==> src/inc/pfg_pkg.sv <==
/*
   Constants shared by the mixed-signal port block: register offsets,
   reset values, field positions and comparator mode codes.
   Assumes a byte-wide register port with an 8-bit address.
*/
`default_nettype none

package pfg_pkg;

   // ----------------------------------------------------------------
   // register offsets
   // ----------------------------------------------------------------
   localparam logic [7:0] PFG_OFS_PIN_LEVEL  = 8'h00;
   localparam logic [7:0] PFG_OFS_LATCH      = 8'h01;
   localparam logic [7:0] PFG_OFS_DIRECTION  = 8'h02;
   localparam logic [7:0] PFG_OFS_ADC_CFG    = 8'h03;
   localparam logic [7:0] PFG_OFS_CMP_CTRL   = 8'h04;
   localparam logic [7:0] PFG_OFS_VREF_CTRL  = 8'h05;

   // ----------------------------------------------------------------
   // reset values
   // ----------------------------------------------------------------
   localparam logic [7:0] PFG_RST_LATCH      = 8'h00;
   localparam logic [7:0] PFG_RST_DIRECTION  = 8'hff;
   localparam logic [5:0] PFG_RST_ADC_CFG    = 6'h00;
   localparam logic [5:0] PFG_RST_CMP_CTRL   = 6'h07;
   localparam logic [7:0] PFG_RST_VREF_CTRL  = 8'h00;

   // ----------------------------------------------------------------
   // field positions and widths
   // ----------------------------------------------------------------
   localparam int PFG_ADC_CFG_W      = 6;
   localparam int PFG_CMP_CTRL_W     = 6;
   localparam int PFG_REF_GEN_EN_BIT = 7;
   localparam int PFG_REF_OUT_EN_BIT = 6;
   localparam int PFG_PIN_CMP_TWO    = 1;
   localparam int PFG_PIN_CMP_ONE    = 2;
   localparam int PFG_PIN_REF_OUT    = 5;
   localparam int PFG_PIN_SLAVE_SEL  = 7;

   // ----------------------------------------------------------------
   // converter channel mapping: pin i is channel i + base
   // ----------------------------------------------------------------
   localparam logic [4:0] PFG_CHAN_BASE      = 5'h05;
   localparam logic [4:0] PFG_CHAN_LIMIT     = 5'h0f;

   // ----------------------------------------------------------------
   // comparator modes
   // ----------------------------------------------------------------
   typedef enum logic [2:0] {
      PFG_CMP_RESET     = 3'b000,
      PFG_CMP_OUT_BOTH  = 3'b011,
      PFG_CMP_OUT_ONE   = 3'b101,
      PFG_CMP_OFF       = 3'b111
   } pfg_cmp_mode_t;

   // comparator input pins, used while comparators are on
   localparam logic [7:0] PFG_CMP_IN_PINS    = 8'h78;

endpackage

`default_nettype wire

==> src/hw/pfg_sync.sv <==
/*
   Two-stage synchroniser for a vector of asynchronous levels.
   Assumes each bit is an independent level; no bus coherence.
*/
`timescale 1ns/10ps
`default_nettype none

module pfg_sync #(
   parameter int WIDTH = 8
) (
   input  wire logic             clk_sys,
   input  wire logic             rst_n,
   input  wire logic [WIDTH-1:0] async_in,
   output logic      [WIDTH-1:0] sync_out
);

   logic [WIDTH-1:0] stage_one;

   // ----------------------------------------------------------------
   // two flip-flops, the first read only by the second
   // ----------------------------------------------------------------

   // idle high in reset: no false low (slave select) after release
   always_ff @(posedge clk_sys or negedge rst_n) begin
      if (!rst_n) begin
         stage_one <= '1;
         sync_out  <= '1;
      end else begin
         stage_one <= async_in;
         sync_out  <= stage_one;
      end
   end

endmodule

`default_nettype wire

==> src/hw/pfg_port.sv <==
/*
   Eight-bit mixed-signal general-purpose port with register port.
   Assumes pins, comparator results and the reset arrive asynchronously;
   the register master runs on clk_sys.
*/
// Chosen here: the register addresses and the address-and-strobe port.
// Function
// direction 0 drives the pin from the latch, analog select ignored.
// direction 1 makes an input; analog select blocks digital input.
// after reset pins 0..6 are analog, channels 5..11 in pin order.
// comparator two output enabled and pin 1 output drives its result.
// comparator one output enabled and pin 2 output drives its result.
// reference output enabled disables digital in and out on pin 5.
// pin 7 as input feeds the serial slave-select as well as reads.
// pin 0 and bit 0 exist only in the largest package variant.
// analog select on pins 4 and 6 leaves the output driver alone.
// writing the port data register stores into the output latches.
// software turns comparators off and converter digital before use.
// unimplemented register bits read as zero.
// after reset pins 0..6 are analog and read back as zero.
// latch register reads return the latch, not the pin level.
// direction 1 tristates the driver, direction 0 enables it.
// analog select decoded from converter field and comparator mode.
`timescale 1ns/10ps
`default_nettype none

module pfg_port #(
   parameter bit PIN0_PRESENT = 1'b1
) (
   input  wire logic       clk_sys,
   input  wire logic       arst_n,
   input  wire logic [7:0] reg_addr,
   input  wire logic [7:0] reg_wdata,
   input  wire logic       reg_wr,
   input  wire logic       reg_rd,
   output logic      [7:0] reg_rdata,
   input  wire logic [7:0] pin_in,
   output logic      [7:0] pin_out,
   output logic      [7:0] pin_oe_n,
   input  wire logic       comparator_one_raw,
   input  wire logic       comparator_two_raw,
   output logic      [7:0] analog_select,
   output logic            reference_voltage_out,
   output logic            serial_slave_select_in
);

   // ----------------------------------------------------------------
   // declarations
   // ----------------------------------------------------------------
   logic [1:0] rst_pipe;
   logic       rst_n;
   logic [7:0] output_latch_f;
   logic [7:0] direction_f;
   logic [5:0] adc_port_config;
   logic [5:0] comparator_control;
   logic [7:0] voltage_ref_control;
   logic [7:0] pin_sync;
   logic [1:0] cmp_sync;
   logic       comparator_one_result;
   logic       comparator_two_result;
   logic [7:0] impl_mask;
   logic [7:0] next_analog;
   logic [7:0] next_pin_out;
   logic [7:0] next_oe_n;
   logic [7:0] pin_level_f;
   logic [7:0] next_rdata;
   logic       ref_output_enable;
   logic       ref_generator_enable;
   logic [2:0] comparator_mode;
   logic [3:0] analog_pin_select;
   logic [1:0] ref_voltage_select;
   logic       wr_latch;

   // ----------------------------------------------------------------
   // functions
   // ----------------------------------------------------------------

   // channel of pin i is analog when below the field's limit
   function automatic logic chan_analog(
      input logic [2:0] pin,
      input logic [3:0] cfg
   );
      logic [5:0] sum;
      sum = {3'b000, pin} + {1'b0, pfg_pkg::PFG_CHAN_BASE}
          + {2'b00, cfg};
      return (sum < {1'b0, pfg_pkg::PFG_CHAN_LIMIT});
   endfunction

   // register write hit on one offset
   function automatic logic wr_hit(
      input logic       wr,
      input logic [7:0] addr,
      input logic [7:0] ofs
   );
      return wr && (addr == ofs);
   endfunction

   // ----------------------------------------------------------------
   // reset release
   // ----------------------------------------------------------------

   // asynchronous assert, two-flop release
   always_ff @(posedge clk_sys or negedge arst_n) begin
      if (!arst_n) begin
         rst_pipe <= 2'b00;
      end else begin
         rst_pipe <= {rst_pipe[0], 1'b1};
      end
   end

   assign rst_n = rst_pipe[1];

   // ----------------------------------------------------------------
   // input synchronisers
   // ----------------------------------------------------------------

   // pin levels
   pfg_sync #(
      .WIDTH (8)
   ) u_pin_sync (
      .clk_sys  (clk_sys),
      .rst_n    (rst_n),
      .async_in (pin_in),
      .sync_out (pin_sync)
   );

   // comparator results from the analog side
   pfg_sync #(
      .WIDTH (2)
   ) u_cmp_sync (
      .clk_sys  (clk_sys),
      .rst_n    (rst_n),
      .async_in ({comparator_two_raw, comparator_one_raw}),
      .sync_out (cmp_sync)
   );

   assign comparator_one_result = cmp_sync[0];
   assign comparator_two_result = cmp_sync[1];

   // ----------------------------------------------------------------
   // field aliases
   // ----------------------------------------------------------------

   // bit 0 present
   assign impl_mask = {7'h7f, PIN0_PRESENT};

   assign analog_pin_select    = adc_port_config[3:0];
   assign ref_voltage_select   = adc_port_config[5:4];
   assign comparator_mode      = comparator_control[2:0];
   assign ref_generator_enable =
      voltage_ref_control[pfg_pkg::PFG_REF_GEN_EN_BIT];
   assign ref_output_enable    =
      voltage_ref_control[pfg_pkg::PFG_REF_OUT_EN_BIT];

   // ----------------------------------------------------------------
   // register writes
   // ----------------------------------------------------------------

   // both data offsets load the latch
   assign wr_latch =
      wr_hit(reg_wr, reg_addr, pfg_pkg::PFG_OFS_PIN_LEVEL) ||
      wr_hit(reg_wr, reg_addr, pfg_pkg::PFG_OFS_LATCH);

   // output latches
   always_ff @(posedge clk_sys or negedge rst_n) begin
      if (!rst_n) begin
         output_latch_f <= pfg_pkg::PFG_RST_LATCH;
      end else if (wr_latch) begin
         // absent bit 0 holds zero
         output_latch_f <= reg_wdata & impl_mask;
      end
   end

   // direction bits
   always_ff @(posedge clk_sys or negedge rst_n) begin
      if (!rst_n) begin
         direction_f <= pfg_pkg::PFG_RST_DIRECTION;
      end else if (wr_hit(reg_wr, reg_addr,
                          pfg_pkg::PFG_OFS_DIRECTION)) begin
         direction_f <= reg_wdata | ~impl_mask;
      end
   end

   // converter port configuration
   always_ff @(posedge clk_sys or negedge rst_n) begin
      if (!rst_n) begin
         // field zero makes channels 5..11 analog
         adc_port_config <= pfg_pkg::PFG_RST_ADC_CFG;
      end else if (wr_hit(reg_wr, reg_addr,
                          pfg_pkg::PFG_OFS_ADC_CFG)) begin
         // top two bits not stored
         adc_port_config <= reg_wdata[5:0];
      end
   end

   // comparator control, writable bits only
   always_ff @(posedge clk_sys or negedge rst_n) begin
      if (!rst_n) begin
         comparator_control <= pfg_pkg::PFG_RST_CMP_CTRL;
      end else if (wr_hit(reg_wr, reg_addr,
                          pfg_pkg::PFG_OFS_CMP_CTRL)) begin
         comparator_control <= reg_wdata[5:0];
      end
   end

   // reference voltage control
   always_ff @(posedge clk_sys or negedge rst_n) begin
      if (!rst_n) begin
         voltage_ref_control <= pfg_pkg::PFG_RST_VREF_CTRL;
      end else if (wr_hit(reg_wr, reg_addr,
                          pfg_pkg::PFG_OFS_VREF_CTRL)) begin
         voltage_ref_control <= reg_wdata;
      end
   end

   // ----------------------------------------------------------------
   // analog selection
   // ----------------------------------------------------------------

   // converter field plus comparator inputs while on
   always_comb begin
      next_analog = 8'h00;
      for (int i = 0; i < 7; i++) begin
         next_analog[i] = chan_analog(3'(i), analog_pin_select);
      end
      if (pfg_pkg::pfg_cmp_mode_t'(comparator_mode)
          != pfg_pkg::PFG_CMP_OFF) begin
         next_analog = next_analog | pfg_pkg::PFG_CMP_IN_PINS;
      end
      next_analog = next_analog & impl_mask;
   end

   // registered select to the converter
   always_ff @(posedge clk_sys or negedge rst_n) begin
      if (!rst_n) begin
         analog_select <= 8'h7f & {7'h7f, PIN0_PRESENT};
      end else begin
         analog_select <= next_analog;
      end
   end

   // ----------------------------------------------------------------
   // output drivers
   // ----------------------------------------------------------------

   // latch drives output pins; R9: analog not consulted
   always_comb begin
      next_pin_out = output_latch_f;
      // comparator two result on pin 1
      if (pfg_pkg::pfg_cmp_mode_t'(comparator_mode)
          == pfg_pkg::PFG_CMP_OUT_BOTH) begin
         next_pin_out[pfg_pkg::PFG_PIN_CMP_TWO] = comparator_two_result;
      end
      // comparator one result on pin 2
      if (pfg_pkg::pfg_cmp_mode_t'(comparator_mode)
          == pfg_pkg::PFG_CMP_OUT_BOTH ||
          pfg_pkg::pfg_cmp_mode_t'(comparator_mode)
          == pfg_pkg::PFG_CMP_OUT_ONE) begin
         next_pin_out[pfg_pkg::PFG_PIN_CMP_ONE] = comparator_one_result;
      end
   end

   // enable low where direction is zero
   always_comb begin
      next_oe_n = direction_f | ~impl_mask;
      // reference output takes pin 5 away
      if (ref_output_enable) begin
         next_oe_n[pfg_pkg::PFG_PIN_REF_OUT] = 1'b1;
      end
   end

   // driver flip-flops, all tristated at reset
   always_ff @(posedge clk_sys or negedge rst_n) begin
      if (!rst_n) begin
         pin_out  <= 8'h00;
         pin_oe_n <= 8'hff;
      end else begin
         pin_out  <= next_pin_out & impl_mask;
         pin_oe_n <= next_oe_n;
      end
   end

   // reference output state to the analog side
   always_ff @(posedge clk_sys or negedge rst_n) begin
      if (!rst_n) begin
         reference_voltage_out <= 1'b0;
      end else begin
         reference_voltage_out <= ref_output_enable;
      end
   end

   // ----------------------------------------------------------------
   // input path
   // ----------------------------------------------------------------

   // analog selection blocks the digital input
   // analog pins read as zero
   always_comb begin
      pin_level_f = pin_sync & ~next_analog & impl_mask;
      // reference output disables pin 5 input
      if (ref_output_enable) begin
         pin_level_f[pfg_pkg::PFG_PIN_REF_OUT] = 1'b0;
      end
   end

   // pin 7 as input feeds the serial port
   always_ff @(posedge clk_sys or negedge rst_n) begin
      if (!rst_n) begin
         serial_slave_select_in <= 1'b1;
      end else if (direction_f[pfg_pkg::PFG_PIN_SLAVE_SEL]) begin
         serial_slave_select_in <= pin_sync[pfg_pkg::PFG_PIN_SLAVE_SEL];
      end else begin
         serial_slave_select_in <= 1'b1; // deselected when output
      end
   end

   // ----------------------------------------------------------------
   // register reads
   // ----------------------------------------------------------------

   // read mux; unmapped offsets return zero
   always_comb begin
      next_rdata = 8'h00;
      unique case (reg_addr)
         pfg_pkg::PFG_OFS_PIN_LEVEL: begin
            next_rdata = pin_level_f;
         end
         pfg_pkg::PFG_OFS_LATCH: begin
            // latch value, not pin
            next_rdata = output_latch_f;
         end
         pfg_pkg::PFG_OFS_DIRECTION: begin
            // absent bit 0 reads zero
            next_rdata = direction_f & impl_mask;
         end
         pfg_pkg::PFG_OFS_ADC_CFG: begin
            // top bits zero
            next_rdata = {2'b00, ref_voltage_select, analog_pin_select};
         end
         pfg_pkg::PFG_OFS_CMP_CTRL: begin
            next_rdata = {comparator_two_result, comparator_one_result,
                          comparator_control};
         end
         pfg_pkg::PFG_OFS_VREF_CTRL: begin
            next_rdata = {ref_generator_enable, ref_output_enable,
                          voltage_ref_control[5:0]};
         end
         default: begin
            next_rdata = 8'h00;
         end
      endcase
   end

   // read data stands only in the cycle after the strobe
   always_ff @(posedge clk_sys or negedge rst_n) begin
      if (!rst_n) begin
         reg_rdata <= 8'h00;
      end else if (reg_rd) begin
         reg_rdata <= next_rdata;
      end else begin
         reg_rdata <= 8'h00;
      end
   end

endmodule

`default_nettype wire

==> config.mk <==
export PLATFORM = sky130hd
export DESIGN_NAME = pfg_port
export DESIGN_NICKNAME = d
export VERILOG_FILES = /design/src/inc/pfg_pkg.sv /design/src/hw/pfg_sync.sv /design/src/hw/pfg_port.sv
export SDC_FILE = /design/constraint.sdc
export NUM_CORES = 1
export LEC_CHECK = 0
export ABC_AREA = 1
export ABC_CLOCK_PERIOD_IN_PS = 5400
export BUFFER_PORTS_ARGS = -buffer_cell sky130_fd_sc_hd__clkbuf_2
export CAP_MARGIN = 10
export CORE_MARGIN = 2
export CORE_UTILIZATION = 30
export CTS_CLUSTER_DIAMETER = 60
export CTS_CLUSTER_SIZE = 20
export DETAILED_ROUTE_END_ITERATION = 8
export PLACE_DENSITY_LB_ADDON = 0.05
export REMOVE_ABC_BUFFERS = 1
export SLEW_MARGIN = 20
export SYNTH_ARGS = -nofsm -noshare
export SYNTH_HDL_FRONTEND = slang
export SYNTH_SLANG_ARGS = --single-unit
==> constraint.sdc <==
create_clock -name clk_sys -period 5.4 [get_ports clk_sys]
set_input_delay 0.27 -clock clk_sys [delete_from_list [all_inputs] [get_ports clk_sys]]
set_output_delay 0.27 -clock clk_sys [all_outputs]
set_load 0.01 [all_outputs]
==> Word-level counts from Yosys, hierarchy flattened <==
Cells that the tools add are included.
{ "totals": {"reg_bits": 92, "inputBits": 30, "output_inout_bits": 34, "word_cells": 57} }
{ "op_classes": {"n_addsub": 7, "order_cmp": 7, "n_eq_ne": 8, "muxes": 8, "bitwise_logic": 2, "reduce_logical": 9} }
{ "ops": {"columns": ["cell", "count"], "rows": [
  ["8-bit case mux with 6 select lines", 1],
  ["5-bit by 4-bit less-than comparator with 1-bit output, second input constant", 7],
  ["4-bit by 4-bit adder with 5-bit output, first input constant", 4],
  ["8-bit by 2-bit == test with 1-bit output, second input constant", 2],
  ["8-bit by 3-bit == test with 1-bit output, second input constant", 2],
  ["3-bit by 4-bit adder with 5-bit output, first input constant", 3],
  ["8-bit bitwise AND", 1],
  ["8-bit by 1-bit == test with 1-bit output, second input constant", 1],
  ["8-bit logical NOT", 1],
  ["8-bit two-way mux", 1],
  ["7-bit NOT with 8-bit output", 1],
  ["7-bit two-way mux", 1],
  ["1-bit logical AND", 6],
  ["1-bit two-way mux", 5],
  ["3-bit by 2-bit == test with 1-bit output, second input constant", 1],
  ["3-bit == test, second input constant", 1],
  ["3-bit inequality test, second input constant", 1],
  ["1-bit logical OR", 2]
]} }

==> Longest topological paths before layout <==
{ "logic_depth": {"ltp_word": 8, "mapped_depth": 10, "ltp_nobuf": 10} }

==> By module <==
A second synthesis with hierarchy kept.
{ "hier_totals": {"hier_cells": 372, "area_unflattened_um2": 3811.2} }
{ "modules_own_cells": {"columns": ["mod", "instances", "cells_each", "area_each_um2", "seq_area_each_um2"], "rows": [
  ["pfg_port", 1, 352, 3285.7, 1810.5],
  ["pfg_sync at u_pin_sync", 1, 16, 420.4, 420.4],
  ["pfg_sync at u_cmp_sync", 1, 4, 105.1, 105.1]
]} }

==> Least setup slack after synthesis <==
OpenSTA, ideal clock, no wires.
{ "synth_timing": {"path_type": "flip-flop to flip-flop", "from": "register adc_port_config[0]", "to": "register reg_rdata[6]", "setup_ps": 73, "t_arrival_ps": 1401, "required_time_ps": 5327, "path_slack_ps": 3926, "stages_incl_launch_ff": 8, "n_path_buf": 0, "synth_period_minus_slack_ps": 1474, "path_cell_list": "dfrtp_1 inv_1 ha_1 inv_1 nand3_1 o21ai_0 nand4_1 a21oi_2"} }
{ "synth_between": {"elab_chain_len": 7} }
{ "synth_lines": {"columns": ["item", "line", "rtl"], "rows": [
  ["start: declaration", "pfg_port.sv:54", "logic [5:0] adc_port_config;"],
  ["start signal: assignment", "pfg_port.sv:188", "adc_port_config <= pfg_pkg::PFG_RST_ADC_CFG;"],
  ["start signal: assignment", "pfg_port.sv:192", "adc_port_config <= reg_wdata[5:0];"],
  ["4-bit by 4-bit adder with 5-bit output", "pfg_port.sv:85", "+ {2'b00, cfg};"],
  ["5-bit by 4-bit less-than comparator with 1-bit output", "pfg_port.sv:86", "return (sum < {1'b0, pfg_pkg::PFG_CHAN_LIMIT});"],
  ["7-bit two-way mux", "pfg_port.sv:226", "if (pfg_pkg::pfg_cmp_mode_t'(comparator_mode)"],
  ["7-bit NOT with 8-bit output", "pfg_port.sv:299", "pin_level_f = pin_sync & ~next_analog & impl_mask;"],
  ["8-bit bitwise AND", "pfg_port.sv:299", null],
  ["8-bit case mux with 6 select lines", "pfg_port.sv:324", "unique case (reg_addr)"],
  ["8-bit two-way mux", "pfg_port.sv:358", "end else if (reg_rd) begin"],
  ["end signal: assignment", "pfg_port.sv:359", "reg_rdata <= next_rdata;"],
  ["end: declaration", "pfg_port.sv:36", "output logic [7:0] reg_rdata,"]
]} }
No other way between the ends.
A chain may end at the register's enable or synchronous reset.

==> Final worst setup path <==
{ "layout_timing": {"from": "register adc_port_config[0]", "to": "register reg_rdata[4]"} }
Same word-level chain as after synthesis.

==> metrics <==
dominant cells by area after synthesis=dfstp_2, dfrtp_1, nand2_1, o21ai_2, inv_1; clk buf depth=2; Worst Path Arrival=around 2100 ps; clock root buffer master=clkbuf_16; cts bufs inserted=9; postcts setup bufs=0; global-route wire length before repair=~15 mm; DP Area=4380 um^2; GRT Overall Usage=between 10 and 15%; Via density=around 4.2; routed wire length=between 9 and 10 mm; max-capacitance violation count=0; f_max=~0.53 GHz; CORE AREA=~13,000 um^2; Vias=2,686; number of distinct library cells after synthesis=29; DRT Pass-1 Iters=4; worst reg2reg path startpoint=adc_port_config[0]; Port Buffers=62; Worst Setup EP=reg_rdata[4]; Tcrit/Tclk final=approximately a third; area grow syn2layout=22.5%; Vert. Die Dim=about 120 um; crit path from=adc_port_config[0]; clock sinks=91; CP max-delay cell=dfrtp_1; Starting DRT DRC Count=about 110; Critical Path RT=5630 ps; LEAKAGE=approximately 2.4 nW; hold depth=1; final slew viol count=0; vias in the first global route=about 2,700; clk_skew=~4.3 ps; post-synth top area share=about a third; total power=1.51 mW; die width=118 um; Final ANT Viol Nets=0; Simple-Gate Fraction of Synth Area=between 20% and 30%; largest net degree at the start of global routing=62; Layout Nets=500; Place WS=3540 ps; Most Frequent Cell on Critical Path=nor2_1; antenna cells=0; initial antenna violation count=0; Clock Pin Slew Worst Setup and Hold Paths=~60 ps; PD cells=roughly 320 nW/um^2; sequential area share after synthesis=between 50 and 60%; fin cells=about 640; CP startpoint kind=flop; CP max FO=8; DP HPWL=6.46 mm; Avg Cell Area, Syn=around 10 um^2; Worst setup EP type=flop; Flop pwr share=49.9%; WS Path Type=flop to flop; Hold Crit Class=input port to flop; post-synth top area cell=dfstp_2; final core utilization=between 30% and 40%; FF+latch area=2340 um^2; switching power=0.358 mW; Int Power=1.15 mW; Initial Utilization=approximately 31%; xor and xnor area share after synthesis=0%; slew margin rel.=48.5%; Inst Count DP=618; die area=14,000 um^2; FF+latch count, synth=91; worst skew pair latency=~350 ps; minimum clock period=1880 ps; Final Worst Setup Slack=~3500 ps; Compound-Gate Fraction of Synth Area=under 10%; area of the multi-input gates=about 1300 um^2; share of cells above drive strength 1=between 30% and 40%; status=finished, final reports clean; worst reg-to-reg path cell count=10; Top Ports=64; Fillers=between 1,000 and 1,500; Reg-to-Reg End=reg_rdata[4]; RD Place Congestion=0.734; mux cell area share after synthesis=0%; Sw Share=about a quarter; Synth Warn #=0; main combinational cell family by area after synthesis=simple AND/OR/NAND/NOR gates; Synth Area in Adders=less than 1%; Gate Count Post-Synth=around 400; power share of the combinational group=7.0%; DRC=0; WHS=approximately 11 ps; CTS tree=done; row count=41; Design Area, Final=about 4800 um^2; total congestion overflow=0; mean routed wirelength per cell=approximately 14 um; clock share of power=between 40% and 50%; H-tree levels=3; crit-path cells=inv_1, ha_1, inv_1, nor2_1, nand2_1, nand3_1, nand4_1, nand2_1, nor2_1, nor2_1; VDD IR-drop max=140 uV; max incr delay on CP=~480 ps; Slew @ Worst Pin=slightly below 800 ps; Fin Setup TNS=0 ps; Final setup viols=0; Reg2Reg Setup Slack=~3500 ps; Final Hold Violating Endpoints=0; unrepaired setup endpoints after global routing=false; Post-Synthesis Cell Area=roughly 3900 um^2
worst max-delay path, delay by kind of cell, from the launching register on:
family	cells	cell delay, ps
AND/OR/NAND/NOR	7	740
flip-flops	1	480
adder cells (fa/ha/maj)	1	310
buffers and inverters	2	240
power groups by stage:
stage          Sequential [mW]  Combinational (mW)  Clock (mW)
4_1_cts                  0.754               0.109       0.672
5_1_grt                  0.759               0.121       0.694
2_1_floorplan            0.770              0.0522           0
6_report                 0.753               0.106       0.651
3_3_place_gp             0.765               0.103           0
3_5_place_dp             0.765               0.103           0
synth_stat cells (all sizes together):
library cell  instances
a21boi                1
a21oi                 6
a22oi                 2
buf                   8
conb                  2
dfrtp                44
dfstp                47
ha                    3
inv                  43
nand2               131
nand3                16
nand4                 3
nor2                 41
o21ai                42
o22ai                 1
or2                   1
repair_timing:
item | in CTS | in global routing
hold buffers | 10 | 0
resized for setup | 0 | 0
setup endpoints to repair | 0 | 0
endpoints found under the hold margin | 11 | 0
layout by cell type, fill, tap and decap left out, types with 11 or more instances in the layout:
cell,n
dfstp_2,47
clkbuf_2,62
o21ai_1,11
o21ai_2,26
clkbuf_16,11
nor2_1,30
dfrtp_1,43
nand2_2,12
nand3_1,16
inv_1,38
nand2_1,116
layout make-up:
cell class / count / area share [%]
clock buffer: 14 / 6.19
clock inverter: 2 / 0.287
timing repair buffer: 73 / 8.72
inverter: 43 / 3.37
tap: 172 / 4.49
sequential: 91 / 48.8
multi-input combinational: 249 / 28.1
flip-flops by register name, indices dropped and copies added (netlist names), 6 cells and up:
name and flops:
voltage_ref_control 8, adc_port_config 6, direction_f 8, u_pin_sync.sync_out 8, analog_select 7, output_latch_f 8
u_pin_sync.stage_one 8, pin_out 8, comparator_control 6, pin_oe_n 8, reg_rdata 8
worst min path at each step:
stage                            start                      end  slack (ps)
finish              comparator_two_raw  u_cmp_sync.stage_one[1]          10
global route        comparator_two_raw  u_cmp_sync.stage_one[1]           7
CTS                 comparator_two_raw  u_cmp_sync.stage_one[1]           4
detailed placement              arst_n              rst_pipe[1]          60
global placement                arst_n              rst_pipe[0]          60
floorplan                       arst_n              rst_pipe[0]         -30
kinds of logic (layout without fill, tap and decap cells):
logic type,Yosys count,count (layout)
DFF,91,91
AOI/OAI and AO/OA,52,52
buffers and inverters,51,132
other,2,2
and+or+nand+nor,192,192
adders and majority gates,3,3
routing by layer:
layer	global-route usage [%]	vias to the layer above	wire length (um)
li1	-	1370	-
met1	20.1	1260	4480
met2	20.8	46	4190
met3	2.51	10	324
met4	6.10	0	174
met5	0	-	0
Note: power is estimated with default switching activity, not from simulation.
